File: config.mk
export PLATFORM = sky130hd
export DESIGN_NAME = sdp_debug_port
export DESIGN_NICKNAME = d
export VERILOG_FILES = /design/src/sdp_pkg.sv /design/src/sdp_bit_engine.sv /design/src/sdp_debug_port.sv
export SDC_FILE = /design/constraint.sdc
export NUM_CORES = 1
export LEC_CHECK = 0
export ABC_AREA = 1
export BUFFER_PORTS_ARGS = -buffer_cell sky130_fd_sc_hd__buf_2
export CAP_MARGIN = 20
export CORE_AREA = 2 2 110 112
export DETAILED_ROUTE_END_ITERATION = 10
export DIE_AREA = 0 0 112 114
export GPL_TIMING_DRIVEN = 0
export PLACE_DENSITY_LB_ADDON = 0.08
export SETUP_SLACK_MARGIN = 0.05
export SYNTH_ARGS = -nofsm -noshare
export SYNTH_HDL_FRONTEND = slang
export SYNTH_SLANG_ARGS = --single-unit
File: constraint.sdc
create_clock -name CLK_SYS_I -period 2.4 [get_ports CLK_SYS_I]
set_input_delay 0 -clock CLK_SYS_I [delete_from_list [all_inputs] [get_ports CLK_SYS_I]]
set_output_delay 0 -clock CLK_SYS_I [all_outputs]
set_load 0.05 [all_outputs]
File: src/sdp_pkg.sv
// package of constants for the single wire debug port
package sdp_pkg;
    // ------------------------------------------------------------
    // timing in system clock cycles
    // ------------------------------------------------------------
    localparam int BIT_PERIOD = 16;
    localparam int SAMPLE_DLY = 10;
    localparam int SPEEDUP_ONE = 7;
    localparam int ZERO_LOW = 13;
    localparam int TIMEOUT_CYC = 512;
    localparam int STEAL_CYC = 128;
    localparam int RESUME_DLY = 4;
    localparam int CNT_W = 10;
    // ------------------------------------------------------------
    // debug map addresses; cpu hits decode only while debug mode is active, debug commands reach them in any mode
    // ------------------------------------------------------------
    localparam logic [15:0] DBG_BASE = 16'hFF00;
    localparam logic [15:0] DBG_REG_LAST = 16'hFF06;
    localparam logic [15:0] STATUS_ADDR = 16'hFF01;
    localparam int FW_EN_BIT = 7;
    localparam logic [7:0] STATUS_RST = 8'h00;
    // ------------------------------------------------------------
    // hardware command codes
    // ------------------------------------------------------------
    localparam logic [7:0] CMD_BACKGROUND = 8'h90;
    localparam logic [7:0] CMD_READ_DBG_BYTE = 8'hE4;
    localparam logic [7:0] CMD_READ_DBG_WORD = 8'hEC;
    localparam logic [7:0] CMD_READ_BYTE = 8'hE0;
    localparam logic [7:0] CMD_READ_WORD = 8'hE8;
    localparam logic [7:0] CMD_WRITE_DBG_BYTE = 8'hC4;
    localparam logic [7:0] CMD_WRITE_DBG_WORD = 8'hCC;
    localparam logic [7:0] CMD_WRITE_BYTE = 8'hC0;
    localparam logic [7:0] CMD_WRITE_WORD = 8'hC8;
    localparam int FIELD_W = 16;
endpackage : sdp_pkg

File: src/sdp_bit_engine.sv
// one bit time of the debug wire: receive sample or transmit drive
`timescale 1ns/1ps
module sdp_bit_engine
    import sdp_pkg::*;
(
    input wire logic clk_i,
    input wire logic resetn_i,
    input wire logic wire_i,
    input wire logic tx_mode_i,
    input wire logic tx_bit_i,
    output logic wire_o,
    output logic wire_oe_o,
    output logic rx_valid_o,
    output logic rx_bit_o,
    output logic tx_done_o,
    output logic timeout_o
);
    logic wire_q;
    logic busy;
    logic tx_cur;
    logic [CNT_W-1:0] cnt;
    logic [CNT_W-1:0] idle;
    logic fall;

    // edge detect on registered wire (input is synchronous to the clock)
    assign fall = wire_q & ~wire_i;

    always_ff @(posedge clk_i or negedge resetn_i) begin
        if (!resetn_i) begin
            wire_q <= 1'b1;
        end else begin
            wire_q <= wire_i;
        end
    end

    // ------------------------------------------------------------
    // bit timer, started by a host falling edge while no window is open
    // ------------------------------------------------------------
    // edges during an open window are ignored; host must wait a bit period
    always_ff @(posedge clk_i or negedge resetn_i) begin
        if (!resetn_i) begin
            busy <= 1'b0;
            cnt <= '0;
            tx_cur <= 1'b0;
        end else if (!busy && fall) begin
            busy <= 1'b1;
            cnt <= CNT_W'(1);
            tx_cur <= tx_mode_i;
        end else if (busy) begin
            cnt <= cnt + CNT_W'(1);
            if (cnt == CNT_W'(BIT_PERIOD - 1)) begin
                busy <= 1'b0;
            end
        end
    end

    // receive sample ten cycles after the perceived start
    always_ff @(posedge clk_i or negedge resetn_i) begin
        if (!resetn_i) begin
            rx_valid_o <= 1'b0;
            rx_bit_o <= 1'b0;
        end else begin
            rx_valid_o <= busy && !tx_cur && cnt == CNT_W'(SAMPLE_DLY);
            if (busy && !tx_cur && cnt == CNT_W'(SAMPLE_DLY)) begin
                rx_bit_o <= wire_i;
            end
        end
    end

    // ------------------------------------------------------------
    // transmit drive: low for a zero, one-cycle high speed-up pulse
    // ------------------------------------------------------------
    always_ff @(posedge clk_i or negedge resetn_i) begin
        if (!resetn_i) begin
            wire_o <= 1'b1;
            wire_oe_o <= 1'b0;
            tx_done_o <= 1'b0;
        end else begin
            tx_done_o <= busy && tx_cur && cnt == CNT_W'(BIT_PERIOD - 1);
            wire_o <= 1'b1;
            wire_oe_o <= 1'b0;
            if (busy && tx_cur) begin
                if (tx_bit_i && cnt == CNT_W'(SPEEDUP_ONE)) begin
                    wire_oe_o <= 1'b1;
                end else if (!tx_bit_i && cnt < CNT_W'(ZERO_LOW)) begin
                    wire_o <= 1'b0;
                    wire_oe_o <= 1'b1;
                end else if (!tx_bit_i && cnt == CNT_W'(ZERO_LOW)) begin
                    wire_oe_o <= 1'b1;
                end
            end
        end
    end

    // idle watchdog between host falling edges
    always_ff @(posedge clk_i or negedge resetn_i) begin
        if (!resetn_i) begin
            idle <= '0;
            timeout_o <= 1'b0;
        end else begin
            timeout_o <= 1'b0;
            if (fall) begin
                idle <= '0;
            end else if (idle == CNT_W'(TIMEOUT_CYC - 1)) begin
                idle <= '0;
                timeout_o <= 1'b1;
            end else begin
                idle <= idle + CNT_W'(1);
            end
        end
    end
endmodule : sdp_bit_engine

File: src/sdp_debug_port.sv
// single wire debug port: serial commands, debug mode control, memory steal
`timescale 1ns/1ps
module sdp_debug_port
    import sdp_pkg::*;
(
    input wire logic CLK_SYS_I,
    input wire logic RESETN_I,
    input wire logic DEBUG_WIRE_PIN_I,
    output logic DEBUG_WIRE_PIN_O,
    output logic DEBUG_WIRE_PIN_OE_O,
    input wire logic SPECIAL_SINGLE_CHIP_I,
    input wire logic TAG_HIT_I,
    input wire logic BACKGROUND_INSTRUCTION_I,
    input wire logic INSTR_BOUNDARY_I,
    input wire logic BUS_FREE_I,
    input wire logic [7:0] MEM_RDATA_I,
    input wire logic [15:0] CPU_ADDR_I,
    input wire logic [7:0] PERIPH_SUSPEND_I,
    output logic MEM_REQ_O,
    output logic MEM_WRITE_O,
    output logic MEM_DBG_MAP_O,
    output logic [15:0] MEM_ADDR_O,
    output logic [7:0] MEM_WDATA_O,
    output logic CPU_FREEZE_O,
    output logic BACKGROUND_ACTIVE_O,
    output logic FIRMWARE_ENABLE_O,
    output logic FW_CMD_ALLOWED_O,
    output logic DBG_MAP_HIT_O,
    output logic DBG_REG_HIT_O,
    output logic [7:0] PERIPH_HALT_O,
    output logic [7:0] STATUS_O
);
    typedef enum {ST_CMD, ST_ADDR, ST_WDATA, ST_MEM, ST_RDATA} sdp_state_e;
    sdp_state_e state;

    logic rx_valid;
    logic rx_bit;
    logic tx_done;
    logic timeout;
    logic tx_mode;
    logic tx_bit;
    logic [7:0] cmd;
    logic [FIELD_W-1:0] shreg;
    logic [4:0] nbits;
    logic [15:0] addr;
    logic [15:0] wdata;
    logic [15:0] rdata;
    logic [7:0] steal_cnt;
    logic firmware_enable_bit;
    logic active;
    logic bg_pending;
    logic [2:0] resume_cnt;
    logic strap_done;
    logic is_write;
    logic is_dbg;
    logic is_word;
    logic mem_go;
    logic [15:0] next_shift;

    // ------------------------------------------------------------
    // bit timing engine
    // ------------------------------------------------------------
    sdp_bit_engine u_bit (
        .clk_i(CLK_SYS_I),
        .resetn_i(RESETN_I),
        .wire_i(DEBUG_WIRE_PIN_I),
        .tx_mode_i(tx_mode),
        .tx_bit_i(tx_bit),
        .wire_o(DEBUG_WIRE_PIN_O),
        .wire_oe_o(DEBUG_WIRE_PIN_OE_O),
        .rx_valid_o(rx_valid),
        .rx_bit_o(rx_bit),
        .tx_done_o(tx_done),
        .timeout_o(timeout)
    );

    // command decode
    assign is_write = (cmd[7:4] == 4'hC);
    assign is_dbg = cmd[2];
    assign is_word = cmd[3];
    assign tx_mode = (state == ST_RDATA);
    assign tx_bit = rdata[15];
    assign next_shift = {shreg[14:0], rx_bit};
    // grab the bus on a dead cycle or once the steal timer expires
    assign mem_go = (state == ST_MEM) && (BUS_FREE_I || CPU_FREEZE_O);

    // ------------------------------------------------------------
    // serial command sequencer; no mode gating, works in all modes
    // ------------------------------------------------------------
    always_ff @(posedge CLK_SYS_I or negedge RESETN_I) begin
        if (!RESETN_I) begin
            state <= ST_CMD;
            cmd <= 8'h00;
            shreg <= '0;
            nbits <= 5'h00;
            addr <= 16'h0000;
            wdata <= 16'h0000;
            rdata <= 16'h0000;
        end else if (timeout) begin
            state <= ST_CMD;
            cmd <= 8'h00;
            nbits <= 5'h00;
        end else begin
            case (state)
                ST_CMD: begin
                    if (rx_valid) begin
                        shreg <= next_shift;
                        nbits <= nbits + 5'h01;
                        if (nbits == 5'h07) begin
                            cmd <= next_shift[7:0];
                            nbits <= 5'h00;
                            if (next_shift[7:0] != CMD_BACKGROUND && next_shift[7] && next_shift[6]) begin
                                state <= ST_ADDR;
                            end
                        end
                    end
                end
                ST_ADDR: begin
                    if (rx_valid) begin
                        shreg <= next_shift;
                        nbits <= nbits + 5'h01;
                        if (nbits == 5'h0F) begin
                            addr <= next_shift;
                            nbits <= 5'h00;
                            state <= is_write ? ST_WDATA : ST_MEM;
                        end
                    end
                end
                ST_WDATA: begin
                    if (rx_valid) begin
                        shreg <= next_shift;
                        nbits <= nbits + 5'h01;
                        if (nbits == 5'h0F) begin
                            wdata <= next_shift;
                            nbits <= 5'h00;
                            state <= ST_MEM;
                        end
                    end
                end
                ST_MEM: begin
                    if (mem_go) begin
                        // odd address or word access on low lane, even byte address on high lane
                        rdata <= (addr[0] || is_word) ? {8'h00, MEM_RDATA_I} : {MEM_RDATA_I, 8'h00};
                        state <= is_write ? ST_CMD : ST_RDATA;
                    end
                end
                ST_RDATA: begin
                    if (tx_done) begin
                        rdata <= {rdata[14:0], 1'b0};
                        nbits <= nbits + 5'h01;
                        if (nbits == 5'h0F) begin
                            nbits <= 5'h00;
                            state <= ST_CMD;
                        end
                    end
                end
                default: state <= ST_CMD;
            endcase
        end
    end

    // memory access strobe, single cycle per command (byte lane model)
    always_ff @(posedge CLK_SYS_I or negedge RESETN_I) begin
        if (!RESETN_I) begin
            MEM_REQ_O <= 1'b0;
            MEM_WRITE_O <= 1'b0;
            MEM_DBG_MAP_O <= 1'b0;
            MEM_ADDR_O <= 16'h0000;
            MEM_WDATA_O <= 8'h00;
        end else begin
            // one pulse, the cycle after the grant, so address and data stand with it
            MEM_REQ_O <= mem_go;
            MEM_WRITE_O <= is_write;
            MEM_DBG_MAP_O <= is_dbg;
            MEM_ADDR_O <= addr;
            MEM_WDATA_O <= (addr[0] || is_word) ? wdata[7:0] : wdata[15:8];
        end
    end

    // steal timer: freeze the cpu after 128 cycles without a dead cycle
    always_ff @(posedge CLK_SYS_I or negedge RESETN_I) begin
        if (!RESETN_I) begin
            steal_cnt <= 8'h00;
            CPU_FREEZE_O <= 1'b0;
        end else if (state != ST_MEM || mem_go) begin
            steal_cnt <= 8'h00;
            CPU_FREEZE_O <= 1'b0;
        end else if (steal_cnt == 8'(STEAL_CYC - 1)) begin
            CPU_FREEZE_O <= 1'b1;
        end else begin
            steal_cnt <= steal_cnt + 8'h01;
        end
    end

    // ------------------------------------------------------------
    // firmware enable, activation and resume
    // ------------------------------------------------------------
    // strap is caught at the first clocked edge after release, not in reset
    always_ff @(posedge CLK_SYS_I or negedge RESETN_I) begin
        if (!RESETN_I) begin
            strap_done <= 1'b0;
            firmware_enable_bit <= STATUS_RST[FW_EN_BIT];
            active <= 1'b0;
            bg_pending <= 1'b0;
            resume_cnt <= 3'h0;
        end else begin
            strap_done <= 1'b1;
            if (!strap_done && SPECIAL_SINGLE_CHIP_I) begin
                firmware_enable_bit <= 1'b1;
                active <= 1'b1;
            end
            if (mem_go && is_write && is_dbg && addr == STATUS_ADDR) begin
                firmware_enable_bit <= wdata[FW_EN_BIT];
            end
            if (state == ST_CMD && rx_valid && nbits == 5'h07 && next_shift[7:0] == CMD_BACKGROUND) begin
                bg_pending <= 1'b1;
            end
            if (TAG_HIT_I || BACKGROUND_INSTRUCTION_I || (bg_pending && INSTR_BOUNDARY_I)) begin
                bg_pending <= 1'b0;
                if (firmware_enable_bit) begin
                    active <= 1'b1;
                end else begin
                    resume_cnt <= 3'(RESUME_DLY);
                end
            end else if (resume_cnt != 3'h0) begin
                resume_cnt <= resume_cnt - 3'h1;
            end
        end
    end

    // ------------------------------------------------------------
    // map decode and status view
    // ------------------------------------------------------------
    assign BACKGROUND_ACTIVE_O = active;
    assign FIRMWARE_ENABLE_O = firmware_enable_bit;
    assign FW_CMD_ALLOWED_O = active;
    assign DBG_MAP_HIT_O = active && (CPU_ADDR_I >= DBG_BASE);
    assign DBG_REG_HIT_O = active && (CPU_ADDR_I <= DBG_REG_LAST) && (CPU_ADDR_I >= DBG_BASE);
    assign STATUS_O = {firmware_enable_bit, active, 6'h00};

    // per-peripheral suspend during debug mode
    genvar g;
    generate
        for (g = 0; g < 8; g++) begin : g_susp
            assign PERIPH_HALT_O[g] = active & PERIPH_SUSPEND_I[g];
        end
    endgenerate
endmodule : sdp_debug_port

==> results.json, run 1 <==
{
  "synth.distinct_cells": 41,
  "syn_inst": 734,
  "drt_pass1_iterations": 5,
  "die_area_mm2": 0.01277,
  "arrival_ns": 2.50,
  "syn_avg_cell_area_um2": 8.845,
  "hpwl_mm": 9.759,
  "worst_pin_slew_ns": 0.5941,
  "critical_path_required_ns": 2.73,
  "critPathCaptureType": "flop",
  "synth_simple_gate_area_frac": 0.2174,
  "syn_area_mm2": 0.006492,
  "period_needed_ns": 2.168,
  "track_usage": 0.2318,
  "rows": 40,
  "max_cap_viol_count": 0,
  "die_w_um": 112,
  "cts_buffer_depth": 2,
  "clk_pin_slew_ns": 0.06,
  "finalNetCount": 907,
  "drt_iter0_drc": 348,
  "die_y_um": 114,
  "io_pins": 91,
  "fin_setup_tns_ns": 0,
  "grt-ovfl-total": 0,
  "p_per_area_mw_per_mm2": 689.8,
  "finClkSkew_ns": 0.004839,
  "initial_core_util": 0.5544,
  "synth.mux.area_fraction": 0.01542,
  "total_power_w": 0.005456,
  "max_freq_ghz": 0.4613,
  "drc": 0,
  "multi_input_area_mm2": 0.002360,
  "cts.sinks": 146,
  "drive_gt1_frac": 0.1982,
  "rsz0062_at_grt": "false",
  "num_vias": 5346,
  "final_hold_viol_count": 0,
  "core_area_mm2": 0.01171,
  "grt_max_degree": 82,
  "mostFrequentLayoutCells": "nand2_1 (205), dfrtp_1 (144), buf_2 (90)",
  "hp-class": "in -> async",
  "synthAdderAreaFrac": 0.01734,
  "vias_per_cell": 5.267,
  "synth_seq_cells": 146,
  "cts_root_buf": "clkbuf_16",
  "fill_cells": 934,
  "area_delta_synth_final_pct": 21.83,
  "start_kind": "flop",
  "relSlewSlack": 0.6040,
  "finalCritPeriodShare": 0.9033,
  "first_global_vias": 4932,
  "clkLatencyLatePin_ns": 0.42,
  "cts_tree": "done",
  "routed_wl_mm": 14.04,
  "numCtsBuffers": 17,
  "grt_antenna_before_repair": 0,
  "ys_seq_area_frac": 0.5631,
  "finalMaxSlewViolations": 0,
  "final_common_cell": "nand2_1",
  "synth_top_family_by_area": "simple AND/OR/NAND/NOR gates",
  "io_buffers": 84,
  "drt-wirelength-per-cell_um": 13.83,
  "status": "complete, no violations",
  "antenna_cells": 0,
  "yosys_warnings": 0,
  "place_congestion": 0.8320,
  "ant_nets": 0,
  "criticalPathCategory": "reg -> reg",
  "power_leakage_nw": 4.038,
  "grt_pass1_wl_mm": 23.41,
  "setup_violations": 0,
  "cts_max_level": 4,
  "seq_area_mm2": 0.003656,
  "synth_compound_area_frac": 0.1052,
  "vdd_ir_drop_max_uv": 546.1,
  "synth_xor_area_frac": 0.004047,
  "critical_path.max_fanout": 10
}
-- synthesized netlist by cell type --
master / number / area (um2)
a211o_1: 1 / 8.760
a21oi_1: 9 / 45.04
a22oi_1: 7 / 52.55
a31o_2: 2 / 17.52
a31oi_1: 3 / 18.77
and3_1: 1 / 6.260
buf_2: 3 / 15.01
buf_4: 10 / 75.07
buf_6: 4 / 45.04
clkbuf_1: 9 / 33.78
clkbuf_2: 1 / 5.000
clkbuf_8: 1 / 13.76
conb_1: 2 / 7.510
dfrtp_1: 144 / 3603
dfstp_2: 2 / 52.55
ha_1: 9 / 112.6
inv_1: 79 / 296.5
inv_8: 1 / 11.26
mux2_2: 8 / 90.09
mux2i_1: 1 / 10.01
nand2_1: 205 / 769.5
nand2_2: 5 / 31.28
nand3_1: 41 / 205.2
nand3_2: 1 / 10.01
nand3b_1: 1 / 7.510
nand4_1: 11 / 68.82
nor2_1: 47 / 176.4
nor2_2: 3 / 18.77
nor2_4: 1 / 11.26
nor3_1: 9 / 45.04
nor3_2: 1 / 10.01
nor3b_1: 1 / 7.510
nor4_1: 3 / 18.77
o2111ai_1: 1 / 8.760
o21a_1: 1 / 7.510
o21ai_0: 76 / 380.4
o21ai_1: 15 / 75.07
o21ai_2: 7 / 61.31
o21bai_1: 1 / 7.510
or2_2: 4 / 25.02
xor2_1: 3 / 26.28
-- flip-flops by register name, summed over array words and instances (netlist names), 3 cells and up --
signal and flops:
MEM_ADDR_O 16, addr 16, rdata 16, wdata 16, shreg 15, u_bit.cnt 10, u_bit.idle 10, MEM_WDATA_O 8
steal_cnt 8, cmd 6, nbits 5, state 3
-- path summary, 6_finish.rpt --
check / startpoint / to / slack (ns) / cells past startpoint
max in group asynchronous: RESETN_I / nbits[2] / 1.50 / 3
max reg2reg: nbits[0] / addr[11] / 0.23 / 9
max: nbits[0] / addr[11] / 0.23 / 9
min in group CLK_SYS_I: DEBUG_WIRE_PIN_I / u_bit.wire_q / 0.23 / 2
min reg2reg: addr[7] / MEM_ADDR_O[7] / 0.40 / 0
min: RESETN_I / addr[13] / 0.13 / 2
-- where the power goes --
group / switching (W) / internal (W)
combinational: 0.000154 / 0.0000875
clock: 0.000959 / 0.00174
sequential: 0.0000201 / 0.00249
-- cells by family (layout without fill, tap and decap cells) --
group	after synthesis	after routing
simple gates	334	334
flops	146	146
compound gates	123	123
buf+inv	108	237
fa+ha+maj	9	9
mux	9	9
xor+xnor	3	3
other cells	2	7
-- area by class of cell --
| type | count | area share |
|---|---|---|
| plain buffers | 28 | 0.02452 |
| multi-input cells | 485 | 0.2983 |
| clock inverters | 10 | 0.02040 |
| repair buffers | 100 | 0.07640 |
| clock buffers | 19 | 0.05599 |
| flip-flops and latches | 146 | 0.4622 |
| well taps | 147 | 0.02325 |
| inverters | 80 | 0.03891 |
-- metal layers --
metal | wire (um) | GRT usage
met1 | 5948 | 0.2947
met2 | 7004 | 0.3899
met3 | 883 | 0.05526
met4 | 200 | 0.08862
met5 | 0 | 0
-- per-stage QoR --
stage	worst slack (ns)	cells	hold WS, ns	cell area [um2]	utilization
2_1_floorplan	0.2142	739	-0.2956	6511	-
4_1_cts	0.1577	1015	0.1589	7904	0.6749
6_report	0.2320	1015	0.1257	7910	0.6754
3_5_place_dp	0.2014	971	0.02766	7149	0.6105
3_3_place_gp	-0.6183	970	0.1161	7116	0.6076
5_1_grt	0.05149	1015	0.1823	7910	0.6754
-- critical path, stage by stage, from the launching register on --
cell	delay, ns
dfrtp_1	0.42
ha_1	0.23
nand2_1	0.13
nor2_1	0.16
ha_1	0.20
nand2_1	0.11
nor2_1	0.14
nand4_1	0.22
clkbuf_1	0.27
o21ai_0	0.20
-- timing repair --
item,4_1_cts,5_1_grt
resized for setup,0,14
hold buffers,15,0
endpoints found under the setup margin,0,32
hold endpoints to repair,89,0
buffers inserted,0,0
(Power assumes the default switching activity.)
==> inputs of run 2 (changes only) <==
Settings changed: GPL_TIMING_DRIVEN 0 to unset.
==> run 2 against run 1 <==
Total power is 0.94% lower. First-iteration DRC count is 20% higher. Critical endpoint is now wdata[11]. Sequential share of layout area is 0.94 points higher.
==> results.json, run 2 (synthesis results as in run 1) <==
{
  "drt_pass1_iterations": 6,
  "place_congestion": 0.8278,
  "first_global_vias": 4836,
  "rsz0062_at_grt": "false",
  "io_pins": 91,
  "p_per_area_mw_per_mm2": 697.2,
  "timing.rr.end": "wdata[11]",
  "rows": 40,
  "total_power_w": 0.005405,
  "worst_pin_slew_ns": 0.5886,
  "hp-class": "in -> async",
  "cts_tree": "done",
  "die_y_um": 114,
  "critical_path_required_ns": 2.69,
  "drive_gt1_frac": 0.1861,
  "sw_frac_of_total": 0.2285,
  "cts.sinks": 146,
  "hold_buffers": 15,
  "drc": 0,
  "clk_pin_slew_ns": 0.06,
  "ff2ff_path_depth": 10,
  "seq_area_mm2": 0.003656,
  "max_freq_ghz": 0.5167,
  "finalMaxSlewViolations": 0,
  "setup_violations": 0,
  "grt_pass1_wl_mm": 22.64,
  "hpwl_mm": 9.272,
  "grt-ovfl-total": 0,
  "comb_power_share": 0.043,
  "cts_buffer_depth": 2,
  "relSlewSlack": 0.6062,
  "routed_wl_mm": 13.31,
  "clkLatencyLatePin_ns": 0.42,
  "numCtsBuffers": 17,
  "initial_core_util": 0.5544,
  "num_vias": 5148,
  "finalNetCount": 885,
  "cts_root_buf": "clkbuf_16",
  "fin_setup_tns_ns": 0,
  "post_cts_resized": 0,
  "start_kind": "flop",
  "critPathCaptureType": "flop",
  "finalCritPeriodShare": 0.8064,
  "status": "complete, no violations",
  "mostFrequentLayoutCells": "nand2_1 (205), dfrtp_1 (144), buf_2 (83)",
  "power_leakage_nw": 3.945,
  "p_clk_frac": 0.493,
  "fill_cells": 952,
  "cts_max_level": 4,
  "period_needed_ns": 1.935,
  "grt_max_degree": 75,
  "r2r_start": "nbits[0]",
  "drt-wirelength-per-cell_um": 13.37,
  "critical_path.max_fanout": 32,
  "drt_iter0_drc": 418,
  "p_switching_w": 0.001235,
  "criticalPathCategory": "reg -> reg",
  "r2r_slack_ns": 0.46,
  "die_w_um": 112,
  "cts_setup_buffers": 0,
  "seq_power_share": 0.464,
  "final_common_cell": "nand2_1",
  "max_cap_viol_count": 0,
  "grt_antenna_before_repair": 0,
  "p_int_w": 0.004170,
  "finClkSkew_ns": 0.006729,
  "die_area_mm2": 0.01277,
  "core_area_mm2": 0.01171,
  "area_delta_synth_final_pct": 19.41,
  "antenna_cells": 0,
  "vias_per_cell": 5.169,
  "final_hold_viol_count": 0,
  "io_buffers": 84,
  "track_usage": 0.2244,
  "multi_input_area_mm2": 0.002360,
  "arrival_ns": 2.23,
  "ant_nets": 0,
  "vdd_ir_drop_max_uv": 455.4
}
-- run 2: how the worst max path moves through the flow --
stage,startpoint,end,slack (ns),cells past startpoint
floorplan,BACKGROUND_ACTIVE_O,DBG_REG_HIT_O,0.21,3
global placement,nbits[0],wdata[15],0.60,10
detailed placement,nbits[0],wdata[2],0.50,10
CTS,nbits[0],wdata[11],0.49,10
global route,nbits[0],wdata[11],0.26,9
finish,nbits[0],wdata[11],0.46,10
-- run 2: per-layer routing --
metal | vias to the layer above | wire length [um] | global-route usage
met5 | - | 0 | 0
met4 | 0 | 235 | 0.08374
met3 | 20 | 834 | 0.05898
met2 | 152 | 6375 | 0.3628
met1 | 2405 | 5866 | 0.2957
li1 | 2571 | - | -
-- run 2: worst max-delay path, stage by stage, from the launching register on --
cell and delay (ns):
dfrtp_1 0.42, ha_1 0.19, nand2_1 0.11, nor2_1 0.17
ha_1 0.19, nand2_1 0.09, nor2_1 0.12, nand4_1 0.11
buf_4 0.24, nand2_1 0.08, o21ai_0 0.08
-- run 2: per-stage QoR --
stage	setup slack [ns]	instance area, um2	hold WS [ns]	std cells	util
2_1_floorplan	0.2142	6511	-0.2956	739	-
3_3_place_gp	0.6015	6999	-0.05633	949	0.5977
3_5_place_dp	0.5000	6999	-0.04798	949	0.5977
4_1_cts	0.4854	7752	0.07113	996	0.6620
5_1_grt	0.2603	7752	0.08573	996	0.6620
6_report	0.4646	7752	0.06839	996	0.6620
-- run 2: area by class of cell --
type                       count  area share
clock inverter                13     0.01937
multi-input combinational    485      0.3044
sequential                   146      0.4716
tap                          147     0.02372
clock buffer                  19     0.05842
timing repair buffer         106     0.08280
inverter                      80     0.03970
-- run 2: power by group through the flow --
stage / Sequential [W] / Clock [W] / Combinational, W
6_report: 0.00251 / 0.00266 / 0.000232
3_3_place_gp: 0.00255 / 0 / 0.000213
5_1_grt: 0.00251 / 0.00282 / 0.000263
4_1_cts: 0.00251 / 0.00272 / 0.000238
3_5_place_dp: 0.00255 / 0 / 0.000220
2_1_floorplan: 0.00255 / 0 / 0.000119
==> inputs of run 3 (changes only) <==
Settings changed: CORE_AREA 2 2 110 112 to 2 2 115 117, DIE_AREA 0 0 112 114 to 0 0 117 119.
Clock period 2.4 ns to 1.63 ns, I/O delays scaled along.
==> run 3 against run 2 <==
The flow now finishes with violations (negative setup slack). Global-route usage shrank 2.2 points. Sequential share of layout area fell by 3.0 points. Cell area up 6.8%. Die area up 9.0%. Largest power group unchanged.
==> results.json, run 3 (synthesis results as in run 1) <==
{
  "start_kind": "flop",
  "finClkSkew_ns": 0.007047,
  "num_vias": 5196,
  "cts_root_buf": "clkbuf_16",
  "cts_max_level": 4,
  "drt-wirelength-per-cell_um": 12.92,
  "drt_iter0_drc": 353,
  "seq_area_mm2": 0.003659,
  "seq_power_share": 0.440,
  "vdd_ir_drop_max_uv": 687.8,
  "mostFrequentLayoutCells": "nand2_1 (189), dfrtp_1 (142), buf_2 (83)",
  "place_congestion": 0.8699,
  "grt_max_degree": 58,
  "post-route-util": 0.6433,
  "first_global_vias": 4795,
  "max_freq_ghz": 0.5969,
  "r2r_slack_ns": -0.05,
  "numCtsBuffers": 17,
  "grt-ovfl-total": 0,
  "area_delta_synth_final_pct": 27.58,
  "finalCritPeriodShare": 1.028,
  "place_area_mm2": 0.007243,
  "die_y_um": 119,
  "relSlewSlack": 0.6355,
  "period_needed_ns": 1.675,
  "max_cap_viol_count": 0,
  "holdWs_ns": 0.1205,
  "sw_frac_of_total": 0.2155,
  "drt_pass1_iterations": 5,
  "ant_nets": 0,
  "cts_buffer_depth": 2,
  "core_area_mm2": 0.01287,
  "critical_path.max_fanout": 8,
  "cts.sinks": 146,
  "final_hold_viol_count": 0,
  "routed_wl_mm": 13.51,
  "worst_pin_slew_ns": 0.5417,
  "hpwl_mm": 9.283,
  "worst_slack_ns": -0.04532,
  "rsz0062_at_grt": "true",
  "stdcell_area_mm2": 0.008283,
  "io_buffers": 84,
  "die_area_mm2": 0.01392,
  "hp-class": "in -> async",
  "drc": 0,
  "violations": "negative setup slack",
  "critPathCaptureType": "flop",
  "fill_cells": 1056,
  "criticalPathCategory": "reg -> reg",
  "finalMaxSlewViolations": 0,
  "p_switching_w": 0.001808,
  "critical_path_required_ns": 1.93,
  "p_clk_frac": 0.518,
  "finalNetCount": 906,
  "io_pins": 91,
  "grt_antenna_before_repair": 0,
  "clkLatencyLatePin_ns": 0.42,
  "multi_input_area_mm2": 0.002527,
  "grt_pass1_wl_mm": 21.94,
  "p_per_area_mw_per_mm2": 1013,
  "rows": 42,
  "setup_violations": 14,
  "vias_per_cell": 4.967,
  "die_w_um": 117,
  "initial_core_util": 0.5043,
  "drive_gt1_frac": 0.2506,
  "status": "finished with violations",
  "power_leakage_nw": 4.145,
  "clk_pin_slew_ns": 0.06,
  "antenna_cells": 0,
  "comb_power_share": 0.042,
  "cts_tree": "done",
  "total_power_w": 0.008391,
  "final_common_cell": "nand2_1",
  "p_int_w": 0.006582,
  "arrival_ns": 1.98,
  "track_usage": 0.2020,
  "dp_worst_setup_slack_ns": -0.02137
}
-- run 3: cell types whose count changed in the layout (fill, tap and decap cells not counted), sizes merged --
cell / delta
buf: +19
bufinv: +3
clkbuf: +2
clkinv: -3
clkinvlp: -1
inv: +1
-- run 3: layout make-up --
class                      instances  share of cell area
sequential                       146              0.4417
multi-input combinational        485              0.3051
timing repair buffer             127              0.1092
clock buffer                      19             0.05347
inverter                          80             0.03716
clock inverter                    13             0.02674
tap                              176             0.02659
-- run 3: routing by layer --
| metal | vias up | part of all wire | track usage |
|---|---|---|---|
| li1 | 2611 | - | - |
| met1 | 2440 | 0.45 | 0.2671 |
| met2 | 128 | 0.49 | 0.3212 |
| met3 | 17 | 0.038 | 0.05089 |
| met4 | 0 | 0.014 | 0.07574 |
| met5 | - | 0 | 0 |
-- run 3: critical path: stages (launching register included) --
cell and delay, ns:
dfrtp_1 0.35, ha_2 0.18, nand2_2 0.07, nor2_4 0.11, ha_4 0.15, nand2_4 0.06, nor2_4 0.09, nand4_1 0.11
buf_6 0.16, clkbuf_16 0.16, nand2_1 0.06, o21ai_1 0.06
-- run 3: path summary, 6_finish.rpt --
check | from | endpoint | cells past startpoint
max in group asynchronous | RESETN_I | bg_pending | 3
max | nbits[0] | wdata[8] | 11
min | RESETN_I | addr[15] | 2
max reg2reg | nbits[0] | wdata[8] | 11
min in group CLK_SYS_I | DEBUG_WIRE_PIN_I | u_bit.wire_q | 2
min reg2reg | addr[13] | MEM_ADDR_O[13] | 0
-- run 3: timing repair --
action | 4_1_cts | 5_1_grt
pin swaps | 1 | 1
gates resized for setup | 1 | 41
buffers inserted | 0 | 4
gates cloned | 0 | 3
hold endpoints to repair | 150 | 0
setup endpoints to repair | 33 | 71
hold buffers | 15 | 0
-- run 3: per-stage QoR --
stage,TNS [ns],cells
2_1_floorplan,-0.8268,739
3_3_place_gp,0,992
3_5_place_dp,-0.1848,992
4_1_cts,-0.4169,1039
5_1_grt,-1.637,1046
6_report,-0.3346,1046
-- run 3: power by group through the flow --
stage	clock, W	sequential (W)	combinational [W]
2_1_floorplan	0	0.00375	0.000177
3_3_place_gp	0	0.00376	0.000322
3_5_place_dp	0	0.00376	0.000330
4_1_cts	0.00442	0.00369	0.000356
5_1_grt	0.00460	0.00370	0.000393
6_report	0.00435	0.00369	0.000349
